$ cat src/pkg/rsw_pkg.sv
// constants for the reset cause, debug force reset and options block
package rsw_pkg;
  // register indices on the cpu and debug command ports
  localparam logic [1:0] ADDR_FLAGS = 2'h0;
  localparam logic [1:0] ADDR_DBG = 2'h1;
  localparam logic [1:0] ADDR_OPT1 = 2'h2;
  // cause flag positions and the debug force bit
  localparam int FLAG_PWR = 7;
  localparam int FLAG_PIN = 6;
  localparam int FLAG_WDOG = 5;
  localparam int FLAG_BADOP = 4;
  localparam int FLAG_BADADDR = 3;
  localparam int FLAG_REFLOST = 2;
  localparam int FLAG_LOWSUP = 1;
  localparam int DBG_FORCE_BIT = 0;
  // options register fields
  localparam int OPT_TO_HI = 7;
  localparam int OPT_TO_LO = 6;
  localparam int OPT_STOP = 5;
  localparam int OPT_SER2 = 4;
  localparam int OPT_TWI = 3;
  // reset and read values
  localparam logic [7:0] FLAGS_POR = 8'h82;
  localparam logic [7:0] OPT1_RESET = 8'hC0;
  localparam logic [7:0] OPT1_MASK = 8'hF8;
  localparam logic [7:0] DBG_READ = 8'h00;
  // watchdog restart keys
  localparam logic [7:0] KEY1 = 8'h55;
  localparam logic [7:0] KEY2 = 8'hAA;
  // watchdog counts, slow tick source
  localparam int WD_LPO_CNT1 = 32;
  localparam int WD_LPO_CNT2 = 256;
  localparam int WD_LPO_CNT3 = 1024;
  // watchdog counts and window openings, bus clock source
  localparam int WD_BUS_CNT1 = 8192;
  localparam int WD_BUS_CNT2 = 65536;
  localparam int WD_BUS_CNT3 = 262144;
  localparam int WD_WIN1 = 6144;
  localparam int WD_WIN2 = 49152;
  localparam int WD_WIN3 = 196608;
  localparam int WD_CW = 18;
  // cycles the system reset output is held
  localparam int RESET_HOLD_CYC = 4;
  localparam logic [2:0] HOLD_LAST = 3'(RESET_HOLD_CYC - 1);
  typedef enum logic [1:0] {
    ST_RUN = 2'b01,
    ST_HOLD = 2'b10
  } rsw_state_t;
endpackage

$ cat src/core/rsw_wdog.sv
// watchdog counter with selectable source, length and restart window
module rsw_wdog #(
  parameter int BUS_CNT1 = rsw_pkg::WD_BUS_CNT1,
  parameter int BUS_CNT2 = rsw_pkg::WD_BUS_CNT2,
  parameter int BUS_CNT3 = rsw_pkg::WD_BUS_CNT3,
  parameter int WIN1 = rsw_pkg::WD_WIN1,
  parameter int WIN2 = rsw_pkg::WD_WIN2,
  parameter int WIN3 = rsw_pkg::WD_WIN3
) (
  // clock and reset
  input wire logic sys_clk,
  input wire logic rst,
  // control
  input wire logic clear,
  input wire logic lpo_tick,
  input wire logic [1:0] timeout_sel,
  input wire logic clk_sel,
  input wire logic window_en,
  // status
  output logic expired_q,
  output logic window_open
);
  localparam int CW = rsw_pkg::WD_CW;
  logic [CW-1:0] count_q;
  logic [CW-1:0] last_w;
  logic [CW-1:0] win_w;
  logic tick_w;
  logic on_w;

  // last count before expiry for each code and source
  function automatic logic [CW-1:0] last_of(input logic [1:0] sel, input logic bus);
    logic [CW-1:0] r;
    r = '0;
    if (bus)
    begin
      if (sel == 2'h1) r = CW'(BUS_CNT1 - 1);
      else if (sel == 2'h2) r = CW'(BUS_CNT2 - 1);
      else if (sel == 2'h3) r = CW'(BUS_CNT3 - 1);
    end
    else
    begin
      if (sel == 2'h1) r = CW'(rsw_pkg::WD_LPO_CNT1 - 1);
      else if (sel == 2'h2) r = CW'(rsw_pkg::WD_LPO_CNT2 - 1);
      else if (sel == 2'h3) r = CW'(rsw_pkg::WD_LPO_CNT3 - 1);
    end
    return r;
  endfunction

  assign last_w = last_of(timeout_sel, clk_sel);
  assign on_w = timeout_sel != 2'h0;
  assign tick_w = clk_sel | lpo_tick;
  assign win_w = (timeout_sel == 2'h1) ? CW'(WIN1) :
                 (timeout_sel == 2'h2) ? CW'(WIN2) : CW'(WIN3);
  assign window_open = !(window_en && clk_sel) || (count_q >= win_w);

  // counter; expiry is a one-cycle pulse
  always_ff @(posedge sys_clk)
  begin
    if (rst || clear)
    begin
      count_q <= '0;
      expired_q <= 1'b0;
    end
    else if (on_w && tick_w)
    begin
      expired_q <= count_q == last_w;
      count_q <= (count_q == last_w) ? '0 : count_q + 1'b1;
    end
    else
    begin
      expired_q <= 1'b0;
    end
  end

  chk_wd_clear_zero: assert property (@(posedge sys_clk) disable iff (rst)
    clear |=> count_q == '0) else $error("watchdog count not zero after clear");
  chk_wd_tick_hold: assert property (@(posedge sys_clk) disable iff (rst)
    !clear && !clk_sel && !lpo_tick |=> count_q == $past(count_q))
    else $error("watchdog counted without a slow tick");
  chk_wd_expire_at: assert property (@(posedge sys_clk) disable iff (rst)
    expired_q |-> $past(count_q) == $past(last_w) && count_q == '0)
    else $error("watchdog expired at the wrong count");
endmodule

$ cat src/core/rsw_top.sv
// reset cause recorder, debug forced reset, options register and watchdog
module rsw_top #(
  parameter int BUS_CNT1 = rsw_pkg::WD_BUS_CNT1,
  parameter int BUS_CNT2 = rsw_pkg::WD_BUS_CNT2,
  parameter int BUS_CNT3 = rsw_pkg::WD_BUS_CNT3,
  parameter int WIN1 = rsw_pkg::WD_WIN1,
  parameter int WIN2 = rsw_pkg::WD_WIN2,
  parameter int WIN3 = rsw_pkg::WD_WIN3
) (
  // clock and power-on reset
  input wire logic sys_clk,
  input wire logic rst,
  // cpu register port
  input wire logic cpu_wr,
  input wire logic cpu_rd,
  input wire logic [1:0] cpu_addr,
  input wire logic [7:0] cpu_wdata,
  output logic [7:0] cpu_rdata_q,
  // serial debug command port, writes only
  input wire logic dbg_wr,
  input wire logic [1:0] dbg_addr,
  input wire logic [7:0] dbg_wdata,
  // reset sources
  input wire logic ext_reset_n,
  input wire logic bad_opcode_evt,
  input wire logic bad_address_evt,
  input wire logic ref_lost_evt,
  input wire logic low_supply_evt,
  input wire logic low_supply_reset_en,
  // instruction events
  input wire logic stop_instr_evt,
  input wire logic background_entry_instr,
  input wire logic background_mode_en,
  // watchdog source and mode
  input wire logic lpo_tick,
  input wire logic watchdog_clk_sel,
  input wire logic watchdog_window_en,
  // system outputs
  output logic sys_reset_q,
  output logic stop_enter_q,
  output logic stop_allow_q,
  output logic serial2_route_sel_q,
  output logic twowire_route_sel_q,
  output logic watchdog_enable_q
);
  rsw_pkg::rsw_state_t state_q;
  logic [2:0] hold_q;
  logic [7:0] flags_q;
  logic [7:0] opt1_q;
  logic opt_written_q;
  logic armed_q;
  logic [7:0] cause_w;
  logic [7:0] rd_mux_w;
  logic in_run;
  logic wr_flags;
  logic wr_opt;
  logic wr_dbg_user;
  logic dbg_force;
  logic any_cause;
  logic wd_enabled;
  logic wd_expired;
  logic wd_window_open;
  logic key1_w;
  logic key2_w;
  logic wd_bad_val;
  logic wd_early;
  logic wd_restart;
  logic badop_w;

  // address match, shared by both ports
  function automatic logic hit(input logic [1:0] addr, input logic [1:0] target);
    return addr == target;
  endfunction

  // register strobes; writes during reset hold are dropped
  assign in_run = state_q == rsw_pkg::ST_RUN;
  assign wr_flags = in_run && cpu_wr && hit(cpu_addr, rsw_pkg::ADDR_FLAGS);
  assign wr_opt = in_run && cpu_wr && hit(cpu_addr, rsw_pkg::ADDR_OPT1);
  assign wr_dbg_user = cpu_wr && hit(cpu_addr, rsw_pkg::ADDR_DBG);
  assign dbg_force = in_run && dbg_wr && hit(dbg_addr, rsw_pkg::ADDR_DBG)
                     && dbg_wdata[rsw_pkg::DBG_FORCE_BIT];

  // watchdog service writes
  assign wd_enabled = opt1_q[rsw_pkg::OPT_TO_HI:rsw_pkg::OPT_TO_LO] != 2'h0;
  assign key1_w = cpu_wdata == rsw_pkg::KEY1;
  assign key2_w = cpu_wdata == rsw_pkg::KEY2;
  assign wd_bad_val = wd_enabled && wr_flags && !key1_w && !key2_w;
  assign wd_early = wd_enabled && wr_flags && !wd_window_open;
  assign wd_restart = wr_flags && key2_w && armed_q && !wd_early;

  assign badop_w = bad_opcode_evt
                   || (stop_instr_evt && !opt1_q[rsw_pkg::OPT_STOP])
                   || (background_entry_instr && !background_mode_en);

  // cause vector in flag layout, all active at the same entry are kept unless a debug force in that cycle records none
  assign cause_w[rsw_pkg::FLAG_PWR] = 1'b0;
  assign cause_w[rsw_pkg::FLAG_PIN] = !ext_reset_n;
  // timeout, bad value or early write
  assign cause_w[rsw_pkg::FLAG_WDOG] = wd_expired || wd_bad_val || wd_early;
  assign cause_w[rsw_pkg::FLAG_BADOP] = badop_w;
  assign cause_w[rsw_pkg::FLAG_BADADDR] = bad_address_evt;
  assign cause_w[rsw_pkg::FLAG_REFLOST] = ref_lost_evt;
  assign cause_w[rsw_pkg::FLAG_LOWSUP] = low_supply_evt && low_supply_reset_en;
  assign cause_w[0] = 1'b0;
  assign any_cause = in_run && ((cause_w != 8'h00) || dbg_force);

  // reset sequencer: records causes on entry, holds reset a few cycles
  always_ff @(posedge sys_clk)
  begin
    if (rst)
    begin
      flags_q <= rsw_pkg::FLAGS_POR;
      state_q <= rsw_pkg::ST_HOLD;
      hold_q <= rsw_pkg::HOLD_LAST;
      sys_reset_q <= 1'b1;
    end
    else
    begin
      case (state_q)
        rsw_pkg::ST_RUN:
        begin
          if (any_cause)
          begin
            flags_q <= dbg_force ? 8'h00 : cause_w;
            state_q <= rsw_pkg::ST_HOLD;
            hold_q <= rsw_pkg::HOLD_LAST;
            sys_reset_q <= 1'b1;
          end
        end
        rsw_pkg::ST_HOLD:
        begin
          // a pin still held low stretches the reset
          if (hold_q != 3'h0)
          begin
            hold_q <= hold_q - 3'h1;
          end
          else if (ext_reset_n)
          begin
            state_q <= rsw_pkg::ST_RUN;
            sys_reset_q <= 1'b0;
          end
        end
        default:
        begin
          state_q <= rsw_pkg::ST_HOLD;
          hold_q <= rsw_pkg::HOLD_LAST;
          sys_reset_q <= 1'b1;
        end
      endcase
    end
  end

  // options register, write-once per reset so stray writes cannot retune it
  always_ff @(posedge sys_clk)
  begin
    if (rst || sys_reset_q)
    begin
      opt1_q <= rsw_pkg::OPT1_RESET;
      opt_written_q <= 1'b0;
    end
    else if (wr_opt && !opt_written_q)
    begin
      opt1_q <= cpu_wdata & rsw_pkg::OPT1_MASK;
      opt_written_q <= 1'b1;
    end
  end

  // first service key; any service write other than 55 disarms
  always_ff @(posedge sys_clk)
  begin
    if (rst || sys_reset_q)
    begin
      armed_q <= 1'b0;
    end
    else if (wr_flags)
    begin
      armed_q <= key1_w;
    end
  end

  rsw_wdog #(
    .BUS_CNT1(BUS_CNT1),
    .BUS_CNT2(BUS_CNT2),
    .BUS_CNT3(BUS_CNT3),
    .WIN1(WIN1),
    .WIN2(WIN2),
    .WIN3(WIN3)
  ) u_wdog (
    .sys_clk(sys_clk),
    .rst(rst),
    .clear(sys_reset_q || wd_restart),
    .lpo_tick(lpo_tick),
    .timeout_sel(opt1_q[rsw_pkg::OPT_TO_HI:rsw_pkg::OPT_TO_LO]),
    .clk_sel(watchdog_clk_sel),
    .window_en(watchdog_window_en),
    .expired_q(wd_expired),
    .window_open(wd_window_open)
  );

  // read selection
  // debug register reads zero
  assign rd_mux_w = hit(cpu_addr, rsw_pkg::ADDR_FLAGS) ? flags_q :
                    hit(cpu_addr, rsw_pkg::ADDR_OPT1) ? opt1_q : rsw_pkg::DBG_READ;

  // read data lands one cycle after the strobe, zero otherwise
  always_ff @(posedge sys_clk)
  begin
    if (rst)
    begin
      cpu_rdata_q <= 8'h00;
    end
    else
    begin
      cpu_rdata_q <= cpu_rd ? rd_mux_w : 8'h00;
    end
  end

  // stop entry pulse and registered option outputs
  always_ff @(posedge sys_clk)
  begin
    if (rst)
    begin
      stop_enter_q <= 1'b0;
      stop_allow_q <= 1'b0;
      serial2_route_sel_q <= 1'b0;
      twowire_route_sel_q <= 1'b0;
      watchdog_enable_q <= 1'b0;
    end
    else
    begin
      stop_enter_q <= in_run && !any_cause && stop_instr_evt;
      stop_allow_q <= opt1_q[rsw_pkg::OPT_STOP];
      serial2_route_sel_q <= opt1_q[rsw_pkg::OPT_SER2];
      twowire_route_sel_q <= opt1_q[rsw_pkg::OPT_TWI];
      watchdog_enable_q <= wd_enabled;
    end
  end

  // checks against the cause recording, options register, debug register, stop trap and watchdog service and expiry
  chk_pwr_flags: assert property (@(posedge sys_clk)
    $fell(rst) |-> flags_q == 8'h82 && sys_reset_q)
    else $error("power-on flags wrong");
  chk_pin_flag: assert property (@(posedge sys_clk) disable iff (rst)
    in_run && !ext_reset_n && !dbg_force |=> sys_reset_q && flags_q[6])
    else $error("pin reset not recorded");
  chk_wdog_flag: assert property (@(posedge sys_clk) disable iff (rst)
    in_run && wd_expired && !dbg_force |=> sys_reset_q && flags_q[5])
    else $error("watchdog reset not recorded");
  chk_wdog_off: assert property (@(posedge sys_clk) disable iff (rst)
    !$past(wd_enabled) |-> !wd_expired)
    else $error("watchdog expired while off");
  chk_badop_flag: assert property (@(posedge sys_clk) disable iff (rst)
    in_run && bad_opcode_evt && !dbg_force |=> sys_reset_q && flags_q[4])
    else $error("bad opcode not recorded");
  chk_background_entry_instr_illegal: assert property (@(posedge sys_clk) disable iff (rst)
    in_run && background_entry_instr && !background_mode_en && !dbg_force
    |=> flags_q[4]) else $error("background entry not illegal");
  chk_badaddr_flag: assert property (@(posedge sys_clk) disable iff (rst)
    in_run && bad_address_evt && !dbg_force |=> sys_reset_q && flags_q[3])
    else $error("bad address not recorded");
  chk_reflost_flag: assert property (@(posedge sys_clk) disable iff (rst)
    in_run && ref_lost_evt && !dbg_force |=> sys_reset_q && flags_q[2])
    else $error("clock loss not recorded");
  chk_lowsup_flag: assert property (@(posedge sys_clk) disable iff (rst)
    in_run && (low_supply_evt && low_supply_reset_en) != flags_q[1] && !dbg_force
    && (cause_w != 8'h00) |=> flags_q[1] == $past(low_supply_evt && low_supply_reset_en))
    else $error("low supply flag wrong");
  chk_user_dbg: assert property (@(posedge sys_clk) disable iff (rst)
    in_run && wr_dbg_user && !dbg_wr && cause_w == 8'h00 |=> !sys_reset_q)
    else $error("user write to debug register acted");
  chk_dbg_read: assert property (@(posedge sys_clk) disable iff (rst)
    cpu_rd && hit(cpu_addr, rsw_pkg::ADDR_DBG) |=> cpu_rdata_q == 8'h00)
    else $error("debug register read not zero");
  chk_dbg_force: assert property (@(posedge sys_clk) disable iff (rst)
    dbg_force |=> sys_reset_q && flags_q == 8'h00 ##1 sys_reset_q[*3])
    else $error("debug force reset wrong");
  chk_opt_once: assert property (@(posedge sys_clk) disable iff (rst)
    opt_written_q && !sys_reset_q |=> $stable(opt1_q) || $past(sys_reset_q))
    else $error("options changed after first write");
  chk_opt_low: assert property (@(posedge sys_clk) disable iff (rst)
    $rose(sys_reset_q) |=> opt1_q == 8'hC0 && !opt_written_q)
    else $error("options reset value wrong");
  chk_stop_block: assert property (@(posedge sys_clk) disable iff (rst)
    in_run && stop_instr_evt && !opt1_q[5] && !dbg_force |=> !stop_enter_q && flags_q[4])
    else $error("disallowed stop not trapped");
  chk_key_bad: assert property (@(posedge sys_clk) disable iff (rst)
    in_run && wr_flags && wd_enabled && cpu_wdata != 8'h55 && cpu_wdata != 8'hAA
    && !dbg_force |=> sys_reset_q && flags_q[5])
    else $error("bad service value did not reset");
  chk_early_svc: assert property (@(posedge sys_clk) disable iff (rst)
    wd_enabled && wr_flags && !wd_window_open && !dbg_force |=> flags_q[5])
    else $error("early service did not reset");
endmodule

$ cat config.mk
export PLATFORM = sky130hd
export DESIGN_NAME = rsw_top
export DESIGN_NICKNAME = d
export VERILOG_FILES = /design/src/pkg/rsw_pkg.sv /design/src/core/rsw_wdog.sv /design/src/core/rsw_top.sv
export SDC_FILE = /design/constraint.sdc
export NUM_CORES = 1
export LEC_CHECK = 0
export BUFFER_PORTS_ARGS = -buffer_cell sky130_fd_sc_hd__buf_2
export CAP_MARGIN = 5
export CORE_ASPECT_RATIO = 0.9
export CORE_MARGIN = 10
export CORE_UTILIZATION = 45
export DETAILED_ROUTE_END_ITERATION = 16
export GPL_ROUTABILITY_DRIVEN = 0
export PLACE_DENSITY = 0.67
export SLEW_MARGIN = 20
export SYNTH_ARGS = -nofsm -noshare
export SYNTH_HDL_FRONTEND = slang
export SYNTH_SLANG_ARGS = --single-unit
$ cat constraint.sdc
create_clock -name sys_clk -period 3.05 [get_ports sys_clk]
set_input_delay 0 -clock sys_clk [delete_from_list [all_inputs] [get_ports sys_clk]]
set_output_delay 0 -clock sys_clk [all_outputs]
set_load 0.005 [all_outputs]
# [Word level (Yosys, flattened, before mapping)]
# Cells that the tools add are included.
[totals] reg_bits=53 input_bits=37 ramBits=0 wordCells=109 rom_bits=0 output_inout_bits=14 mem_count=0 latchBits=0
[classes] muxes=24 shifts=0 n_lt_le_gt_ge=1 n_eq_ne=14 reduce_logical=50 div=0 n_bitwise=3 n_mul=0 addsub=2
[ops] cell="2-to-1 mux 18 bit" count=9
[ops] cell="logical AND 1 bit" count=22
[ops] cell="adder 18 x 1 -> 18 bit, second input constant" count=1
[ops] cell="equality test 18 bit" count=1
[ops] cell="greater-or-equal comparator 18 bit" count=1
[ops] cell="2-to-1 mux 8 bit" count=2
[ops] cell="logical NOT 1 bit" count=10
[ops] cell="2-to-1 mux 10 bit" count=1
[ops] cell="logical OR 1 bit" count=9
[ops] cell="equality test 2 bit, second input constant" count=4
[ops] cell="equality test 8 x 7 -> 1 bit, second input constant" count=1
[ops] cell="equality test 8 bit, second input constant" count=1
[ops] cell="nonzero test 8 bit" count=1
[ops] cell="2-to-1 mux 7 bit" count=1
[ops] cell="equality test 2 x 1 -> 1 bit, second input constant" count=3
[ops] cell="2-to-1 mux 2 bit" count=3
[ops] cell="2-to-1 mux 3 bit" count=2
[ops] cell="!= test 2 bit, second input constant" count=3
[ops] cell="case mux 3 bit (2 select lines)" count=1
[ops] cell="case mux 2 bit (2 select lines)" count=1
[ops] cell="AND reduction 2 bit" count=2
[ops] cell="OR reduction 2 bit" count=2
[ops] cell="2-to-1 mux 1 bit" count=3
[ops] cell="AND reduction 3 bit" count=1
[ops] cell="8 further kinds" count=9

# [Logic depth before layout (Yosys ltp)]
# Gate-level depths: netlist of run 1.
[depth] depth_word=14 mapped_depth=11 mapped_depth_nobuf=10

# [Modules after synthesis]
# From an unflattened synthesis of run 1, not the netlist that was laid out.
[unflattened] cells_unflattened=288 hier_area_um2=2595.0
[by_module_without_submodules] module="rsw_top" n_inst=1 cells_per_inst=145 area_per_inst_um2=1367.6
[by_module_without_submodules] module="rsw_wdog" n_inst=1 cells_per_inst=143 area_per_inst_um2=1227.4

# [Worst setup path before layout of run 1]
# No wires, ideal clock.
[synth_path] kind="register -> register" startpoint="reg opt1_q[6]" endpoint="reg flags_q[1]" t_arrival_ns=2.374 setup_ns=0.120 path_buffers=0 synth_period_minus_slack_ns=2.494 setup_slack_ns=0.556 path_stages_with_launch=9 required_ns=2.930 path_cell_list="dfxtp_1 -> inv_1 -> ha_1 -> ha_1 -> a2111oi_0 -> nand3_1 -> o211ai_4 -> o31ai_4 -> a211o_1"
[synth_via] elab_chain_cells=12 elab_cells_between_ends=18 classes_between="1 x order compare; 2 x eq/ne; 2 x mux; 13 x reduce/logical"
[synth_lines] element="from (decl)" line="rsw_top.sv:49" text="logic [7:0] opt1_q;"
[synth_lines] element="from (signal assigned)" line="rsw_top.sv:158" text="opt1_q <= rsw_pkg::OPT1_RESET;"
[synth_lines] element="from (signal assigned)" line="rsw_top.sv:163" text="opt1_q <= cpu_wdata & rsw_pkg::OPT1_MASK;"
[synth_lines] element="equality test 2 bit" line="rsw_wdog.sv:53" text="(timeout_sel == 2'h2) ? CW'(WIN2) : CW'(WIN3);"
[synth_lines] element="2-to-1 mux 18 bit" line="rsw_wdog.sv:53"
[synth_lines] element="2-to-1 mux 18 bit" line="rsw_wdog.sv:52" text="assign win_w = (timeout_sel == 2'h1) ? CW'(WIN1) :"
[synth_lines] element="greater-or-equal comparator 18 bit" line="rsw_wdog.sv:54" text="assign window_open = !(window_en && clk_sel) || (count_q >= win_w);"
[synth_lines] element="logical OR 1 bit" line="rsw_wdog.sv:54"
[synth_lines] element="logical NOT 1 bit" line="rsw_top.sv:88" text="assign wd_early = wd_enabled && wr_flags && !wd_window_open;"
[synth_lines] element="logical AND 1 bit" line="rsw_top.sv:88"
[synth_lines] element="logical OR 1 bit (*)" line="rsw_top.sv:99" text="assign cause_w[rsw_pkg::FLAG_WDOG] = wd_expired || wd_bad_val || wd_early;"
[synth_lines] element="nonzero test 8 bit (*)" line="rsw_top.sv:105" text="assign any_cause = in_run && ((cause_w != 8'h00) || dbg_force);"
[synth_lines] element="logical OR 1 bit (*)" line="rsw_top.sv:105"
[synth_lines] element="logical AND 1 bit (*)" line="rsw_top.sv:105"
[synth_lines] element="AND reduction 2 bit (no source line) (*)"
[synth_lines] element="to (signal assigned)" line="rsw_top.sv:112" text="flags_q <= rsw_pkg::FLAGS_POR;"
[synth_lines] element="to (signal assigned)" line="rsw_top.sv:124" text="flags_q <= dbg_force ? 8'h00 : cause_w;"
[synth_lines] element="to (decl)" line="rsw_top.sv:48" text="logic [7:0] flags_q;"
# Every way passes the cells marked *; elsewhere a longest branch is shown, timed or not.
# A chain may end at the register's enable or synchronous reset.

# [Worst setup path after layout of run 1]
[layout_path] startpoint="reg opt1_q[7]" endpoint="reg flags_q[1]"
# The elaborated chain is that of the path after synthesis.

==> out/qor.txt, run 1 <==
========================================================================================
Status .................................................................... finished, final reports clean
Via count of the first global-routing pass ................................         2040
Area of the placeable core ................................................     5725 µm²
Count of flip-flops with a built-in enable after synthesis ................            0
Critical Path Sink Type ...................................................     register
Cell with the most instances after synthesis .............................. sky130_fd_sc_hd__dfxtp_1
Detailed-route wire length per cell .......................................     14.38 µm
Final number of setup-violating endpoints .................................            0
Growth of design area from synthesis to finish ............................       15.97%
Sequential element share of the synthesized area ..........................       37.58%
Max rail drop VDD .........................................................    0.2351 mV
Cell taking the most area after synthesis ................................. sky130_fd_sc_hd__dfxtp_1
Global-route wire length before repair ....................................      9694 µm
Layout cells sized above 1 ................................................       20.82%
Total clock buffers created by CTS ........................................            5
Largest net degree at the start of global routing .........................           19
Most used flip-flop cell after synthesis .................................. sky130_fd_sc_hd__dfxtp_1
Horiz. Die Dim ............................................................     101.1 µm
Number of cells produced by synthesis .....................................          289
Initial core utilization ..................................................       46.53%
Largest buffer count on any clock path ....................................            2
Clk pin slew, worst setup/hold paths ......................................      0.10 ns
Max-slew violation count ..................................................            0
Net count of the finished layout ..........................................          394
Die Outline Area ..........................................................     9401 µm²
Flip-flop and latch count after synthesis .................................           50
Headroom to the max-slew limit ............................................       60.96%
Insertion delay of the later-clocked pin in the worst-skew pair ...........      0.31 ns
Overall global routing resource usage .....................................       12.52%
Post-cts repair resize count ..............................................            0
Reported leakage power ....................................................     1.267 nW
Most frequent cells after synthesis ....................................... sky130_fd_sc_hd__dfxtp_1 (50), sky130_fd_sc_hd__nor2_1 (33), sky130_fd_sc_hd__nand2_1 (21)
TritonCTS clock tree ......................................................        built
Number of iterations in the first detailed-routing pass ...................            4
Share of the synthesized area in the top cell type ........................       37.58%
Fraction of the mapped netlist area in simple logic gates .................       27.85%
Initial antenna violation count ...........................................            0
Post-synthesis xor/xnor area fraction .....................................       4.932%
Power density over cell area .............................................. 390.8 nW/µm²
Count of unique library cells instantiated by Yosys .......................           59
Transition at the pin with the smallest max-transition slack ..............    0.5844 ns
Mux share of post-synthesis cell area .....................................       5.636%
Layout fillers ............................................................          540
Setup repair after global routing missed its margin .......................        false
Routed vias ...............................................................         2134
Data arrival time of the worst path .......................................      2.94 ns
Via density ...............................................................        5.192
Dominant combinational cell family by area after synthesis ................ simple AND/OR/NAND/NOR gates
Peak clock frequency supported by timing ..................................    365.5 MHz
Sum of internal, switching and leakage power ..............................     1.207 mW
Worst setup SP type .......................................................     register
Count of warnings emitted by yosys ........................................            0
Critical path class ....................................................... register to register
Root buffer cell .......................................................... sky130_fd_sc_hd__clkbuf_8
Maxcap violations .........................................................            0
Final hold violation count ................................................            0
Final critical delay including setup and external delays ..................     2.736 ns
ANT cells .................................................................            0
Classification of the worst-slack hold path ............................... input pin to register
Boundary Pins .............................................................           51
Placed wire-length estimate ...............................................      4477 µm
Avg Synthesized Cell Area .................................................    9.217 µm²
Adder and majority gate portion of the synthesized area ...................       7.985%
Largest driver fanout on the critical path ................................            7
Site Rows .................................................................           26
Detailed-route DRC error count ............................................            0
Final ANT Viol Nets .......................................................            0
Share of flip-flops with an asynchronous set or reset after synthesis .....           0%
Sum of negative setup slack ...............................................         0 ns
Cell types occupying the most area after synthesis ........................ sky130_fd_sc_hd__dfxtp_1 (38%), sky130_fd_sc_hd__ha_1 (8.0%), sky130_fd_sc_hd__mux2i_1 (5.6%), sky130_fd_sc_hd__nor2_1 (4.7%), sky130_fd_sc_hd__nand2_1 (3.0%)
Buffers on Ports ..........................................................           42
Initial DRC count .........................................................           80
Cell area after technology mapping ........................................     2664 µm²
Worst clock skew ..........................................................   0.01057 ns
Portion of the clock cycle consumed by the worst path in the final layout .       89.70%
Worst endpoint required time ..............................................      3.25 ns
Clock H-tree levels .......................................................            2
Post-synthesis net count ..................................................          343
Global route total overflow ...............................................            0
Fraction of the mapped netlist area in compound gates .....................       11.41%
Die Ht ....................................................................     92.99 µm
CTS sink cnt ..............................................................           50
Final wirelength ..........................................................      5912 µm
========================================================================================
state kept, by name, indices dropped and copies added (netlist names), 3 cells and up:
name / cells
opt1_q: 5
cpu_rdata_q: 7
flags_q: 7
hold_q: 3
u_wdog.count_q: 18
final cells by class:
cell class | count | area (µm²) | share of cell area [%]
tap | 70 | 87.58 | 2.835
multi-input combinational | 213 | 1544 | 49.98
sequential | 50 | 1001 | 32.40
clock inverter | 3 | 21.27 | 0.6885
clock buffer | 5 | 68.82 | 2.228
timing repair buffer | 51 | 295.3 | 9.559
inverter | 19 | 71.32 | 2.309
power breakdown:
part / total [mW] / switching, mW / internal, mW / leakage, nW
Combinational: 0.132 / 0.0691 / 0.0630 / 0.818
Sequential: 0.688 / 0.0140 / 0.674 / 0.404
Clock: 0.387 / 0.225 / 0.161 / 0.0441
Total: 1.21 / 0.308 / 0.899 / 1.27
cells by family (layout without fill, tap and decap cells):
| family | count (synthesis) | in the layout |
|---|---|---|
| fa+ha+maj | 17 | 17 |
| xor+xnor | 15 | 15 |
| other cells | 1 | 1 |
| mux | 15 | 15 |
| compound gates | 35 | 35 |
| simple gates | 130 | 130 |
| flops | 50 | 50 |
| buf+inv | 26 | 78 |
worst max-delay path, stage by stage, from the launching register on:
cell and delay (ns):
sky130_fd_sc_hd__dfxtp_1 0.47, sky130_fd_sc_hd__inv_1 0.13, sky130_fd_sc_hd__ha_1 0.31, sky130_fd_sc_hd__ha_1 0.31, sky130_fd_sc_hd__a2111oi_0 0.42, sky130_fd_sc_hd__nand3_1 0.22
sky130_fd_sc_hd__o211ai_4 0.37, sky130_fd_sc_hd__o31ai_4 0.11, sky130_fd_sc_hd__a211o_1 0.30
path summary, 6_finish.rpt:
check             depth (start not counted)  slack (ns)                     from                       to
setup / recovery                          8        0.31   opt1_q[7]$_SDFFE_PP1P_  flags_q[1]$_SDFFE_PP1P_
hold / removal                            3        0.01             cpu_wdata[3]   opt1_q[3]$_SDFFE_PP0P_
setup reg to reg                          8        0.31   opt1_q[7]$_SDFFE_PP1P_  flags_q[1]$_SDFFE_PP1P_
hold reg to reg                           1        0.46  flags_q[1]$_SDFFE_PP1P_  flags_q[1]$_SDFFE_PP1P_
through the flow:
| stage | utilization [%] | worst slack (ns) | std cells | hold slack, ns | instance area [µm²] |
|---|---|---|---|---|---|
| 3_3_place_gp | 51.16 | 0.3753 | 396 | 0.2477 | 2929 |
| 5_1_grt | 53.96 | 0.05411 | 411 | 0.03060 | 3089 |
| 4_1_cts | 53.96 | 0.3342 | 411 | 0.007666 | 3089 |
| 3_5_place_dp | 51.16 | 0.3342 | 396 | 0.2461 | 2929 |
| 2_1_floorplan | - | 0.5565 | 289 | 0.07161 | 2664 |
| 6_report | 53.96 | 0.3142 | 411 | 0.01097 | 3089 |
cells in the final DEF, fill, tap and decap left out, types with 3 or more instances in the layout:
cell type and n:
sky130_fd_sc_hd__dfxtp_1 50, sky130_fd_sc_hd__buf_2 42, sky130_fd_sc_hd__nor2_1 33, sky130_fd_sc_hd__nand2_1 21
sky130_fd_sc_hd__inv_1 18, sky130_fd_sc_hd__ha_1 17, sky130_fd_sc_hd__mux2i_1 15, sky130_fd_sc_hd__nor3_1 11
sky130_fd_sc_hd__nand3_1 10, sky130_fd_sc_hd__nand4_1 8, sky130_fd_sc_hd__xor2_1 8, sky130_fd_sc_hd__nor2_2 7
sky130_fd_sc_hd__xnor2_1 7, sky130_fd_sc_hd__dlygate4sd3_1 7, sky130_fd_sc_hd__nor2b_1 6, sky130_fd_sc_hd__o21ai_0 5
sky130_fd_sc_hd__clkbuf_8 5, sky130_fd_sc_hd__a21o_1 4, sky130_fd_sc_hd__or3_1 4, sky130_fd_sc_hd__a21oi_1 4
sky130_fd_sc_hd__nand3b_1 3, sky130_fd_sc_hd__or4bb_1 3, sky130_fd_sc_hd__and3_1 3, sky130_fd_sc_hd__nor3b_1 3
what timing repair did:
action / 4_1_cts / 5_1_grt
hold buffers: 7 / 0
setup buffers: 0 / 0
hold endpoints to repair: 7 / 0
per-layer routing:
layer	global-route usage [%]	vias to the layer above	wire, µm
met3	3.164	7	316
li1	-	1117	-
met2	18.45	49	2575
met5	0	-	0
met1	17.18	961	2943
met4	4.524	0	76
Power figures use the tool's default switching activity.
==> run 2, diff against run 1 <==
Settings changed: PLACE_DENSITY 0.67 to 0.7, REMOVE_ABC_BUFFERS set to 1.
Clock period 3.05 ns to 2.49 ns, I/O delays scaled along.
==> run 2 against run 1 <==
Flip-flop and latch count is the same. Routed wire length increased by 5.4%. Global-route usage up 0.43 points. Register-to-register slack lost 0.26 ns.
==> out/qor.txt, run 2 (synthesized netlist as in run 1, its figures left out) <==
========================================================================================
Final hold violation count ................................................            0   unchanged
Worst R2R Setup Slack .....................................................      0.05 ns   -0.26 ns
Reported leakage power ....................................................     1.338 nW   +5.6%
Startpoint of the worst-slack reg-to-reg timing path ...................... opt1_q[7]$_SDFFE_PP1P_
Site Rows .................................................................           26   unchanged
Most frequent cells in the layout ......................................... sky130_fd_sc_hd__dfxtp_1 (49), sky130_fd_sc_hd__buf_2 (42), sky130_fd_sc_hd__nor2_1 (33)
CTS sink cnt ..............................................................           50   unchanged
Number of iterations in the first detailed-routing pass ...................            4   unchanged
Final number of setup-violating endpoints .................................            0   unchanged
Area of the placeable core ................................................     5725 µm²   unchanged
Final critical delay including setup and external delays ..................     2.440 ns   -0.2954 ns
Layout fillers ............................................................          515   -4.6%
Classification of the worst-slack hold path ............................... input pin to register
Max rail drop VDD .........................................................    0.2960 mV   +26%
Worst endpoint required time ..............................................      2.70 ns   -0.55 ns
Via count of the first global-routing pass ................................         2146   +5.2%
Root buffer cell .......................................................... sky130_fd_sc_hd__clkbuf_8
Transition at the pin with the smallest max-transition slack ..............    0.6041 ns   +0.01970 ns
Largest Register .......................................................... u_wdog.count_q
Routed vias ...............................................................         2216   +3.8%
Largest net degree at the start of global routing .........................           19   unchanged
Data arrival time of the worst path .......................................      2.65 ns   -0.29 ns
Maxcap violations .........................................................            0   unchanged
Hold Crit Endpoint ........................................................ watchdog_enable_q$_SDFF_PP0_
Status .................................................................... finished, final reports clean
Critical path class ....................................................... register to register
Global-route wire length before repair ....................................     10140 µm   +4.6%
Slowest stage cell on the critical path ................................... sky130_fd_sc_hd__dfxtp_2
Final ANT Viol Nets .......................................................            0   unchanged
Total clock buffers created by CTS ........................................            5   unchanged
Die Outline Area ..........................................................     9401 µm²   unchanged
Post-route insts no fill ..................................................          423   +2.9%
Worst-case hold slack .....................................................   0.04237 ns   +0.03140 ns
Sum of negative setup slack ...............................................         0 ns   unchanged
Boundary Pins .............................................................           51   unchanged
Initial antenna violation count ...........................................            0   unchanged
Placed wire-length estimate ...............................................      4657 µm   +4.0%
Crit Reg-Reg Endpoint ..................................................... flags_q[1]$_SDFFE_PP1P_
Worst clock skew ..........................................................  0.009202 ns   -0.001373 ns
Sum of internal, switching and leakage power ..............................     1.539 mW   +27%
Initial core utilization ..................................................       46.53%   unchanged
Buffers on Ports ..........................................................           42   unchanged
Layout cells sized above 1 ................................................       24.93%   +4.1 points
Reg2reg path depth ........................................................           10   +2
Cell Count Post-Placement .................................................          403   +1.8%
ANT cells .................................................................            0   unchanged
Largest driver fanout on the critical path ................................            6   -1
Setup repair after global routing missed its margin .......................         true
Peak clock frequency supported by timing ..................................    409.8 MHz   +12%
TritonCTS clock tree ......................................................        built
Largest registers ......................................................... u_wdog.count_q x18, cpu_rdata_q x7, flags_q x7
Buf+Inv Stages, Crit Path .................................................            2   +1
Worst setup SP type .......................................................     register
Largest buffer count on any clock path ....................................            2   unchanged
Insertion delay of the later-clocked pin in the worst-skew pair ...........      0.31 ns   about the same
WHS Path Cells ............................................................            2   -1
Overall global routing resource usage .....................................       12.95%   +0.43 points
Global route total overflow ...............................................            0   unchanged
Detailed-route DRC error count ............................................            0   unchanged
Largest delay contributor family on the critical path ..................... compound AO/OA/AOI/OAI gates
Critical Path Sink Type ...................................................     register
Initial DRC count .........................................................          101   +26%
Portion of the clock cycle consumed by the worst path in the final layout .       98.01%   +8.3 points
Depth of the critical timing path with buffers and inverters included .....           10   +2
Worst stage delay on the critical path ....................................      0.35 ns   -0.12 ns
Clk pin slew, worst setup/hold paths ......................................      0.10 ns   about the same
Startpoint of the worst hold path .........................................          rst
Growth of design area from synthesis to finish ............................       22.03%
Largest register FFs ......................................................           18   unchanged
Headroom to the max-slew limit ............................................       59.64%   -1.3 points
Most common library cell in the layout ignoring fill and taps ............. sky130_fd_sc_hd__dfxtp_1
Die Ht ....................................................................     92.99 µm   unchanged
Power density over cell area .............................................. 473.3 nW/µm²   +21%
Final wirelength ..........................................................      6233 µm   +5.4%
Via density ...............................................................        5.239   +0.90%
Horiz. Die Dim ............................................................     101.1 µm   unchanged
Clock H-tree levels .......................................................            2   unchanged
Max-slew violation count ..................................................            0   unchanged
Detailed-route wire length per cell .......................................     14.74 µm   +2.4%
Cells traversed along the worst timing path ............................... buf_6, ha_2, inv_2, ha_1, a21o_1, a311oi_1, nand3_1, o211ai_4, o31ai_4, a211o_1
Net count of the finished layout ..........................................          406   +3.0%
========================================================================================
run 2: cell types whose count changed in the layout (fill, tap and decap cells not counted), sizes merged:
cell         previous run  this run
clkinv                  3         2
buf                    44        54
clkinvlp                1         0
dlygate4sd3             7         9
inv                    18        20
run 2: timing repair:
item                                    in CTS  in global routing
endpoints found under the hold margin        9                  0
endpoints found under the setup margin       5                 31
buffers inserted                             2                  1
gates resized for setup                      3                  9
pin swaps                                    3                  7
hold buffers                                 9                  0
run 2: final cells by class:
cell class / count / area (µm²) / area share (%)
well taps: 70 / 87.58 / 2.694
inverters: 19 / 71.32 / 2.194
flip-flops and latches: 50 / 1002 / 30.83
clock inverters: 3 / 28.78 / 0.8853
clock buffers: 5 / 68.82 / 2.117
multi-input cells: 213 / 1582 / 48.65
repair buffers: 63 / 410.4 / 12.63
run 2: stage by stage:
step | util [%] | instance area [µm²] | setup WS [ns]
after global routing | 56.77 | 3251 | -0.02668
final | 56.77 | 3251 | 0.04956
after CTS | 55.94 | 3203 | 0.01524
after floorplan | - | 2616 | -0.003500
after detailed placement | 52.29 | 2994 | -0.05647
after global placement | 52.29 | 2994 | 0.05748
run 2: how the worst max path moves through the flow:
stage                            from                       to  slack [ns]
2_1_floorplan  opt1_q[6]$_SDFFE_PP1P_  flags_q[1]$_SDFFE_PP1P_      -0.004
3_3_place_gp   opt1_q[6]$_SDFFE_PP1P_  flags_q[1]$_SDFFE_PP1P_        0.06
3_5_place_dp   opt1_q[6]$_SDFFE_PP1P_   hold_q[0]$_SDFFE_PP1P_       -0.06
4_1_cts        opt1_q[6]$_SDFFE_PP1P_  flags_q[1]$_SDFFE_PP1P_        0.02
5_1_grt        opt1_q[7]$_SDFFE_PP1P_  state_q[0]$_SDFFE_PP0P_       -0.03
6_report       opt1_q[7]$_SDFFE_PP1P_  flags_q[1]$_SDFFE_PP1P_        0.05
run 2: power by group:
group	total, mW	switching (mW)	internal [mW]
Combinational	0.182	0.0954	0.0867
Clock	0.515	0.304	0.211
Sequential	0.842	0.0153	0.826
run 2: routing by layer:
layer | vias up | global-route usage (%) | share of wire [%]
li1 | 1140 | - | -
met1 | 1035 | 17.18 | 48
met2 | 34 | 20.14 | 47
met3 | 7 | 3.164 | 4.5
met4 | 0 | 4.060 | 1.1
met5 | - | 0 | 0
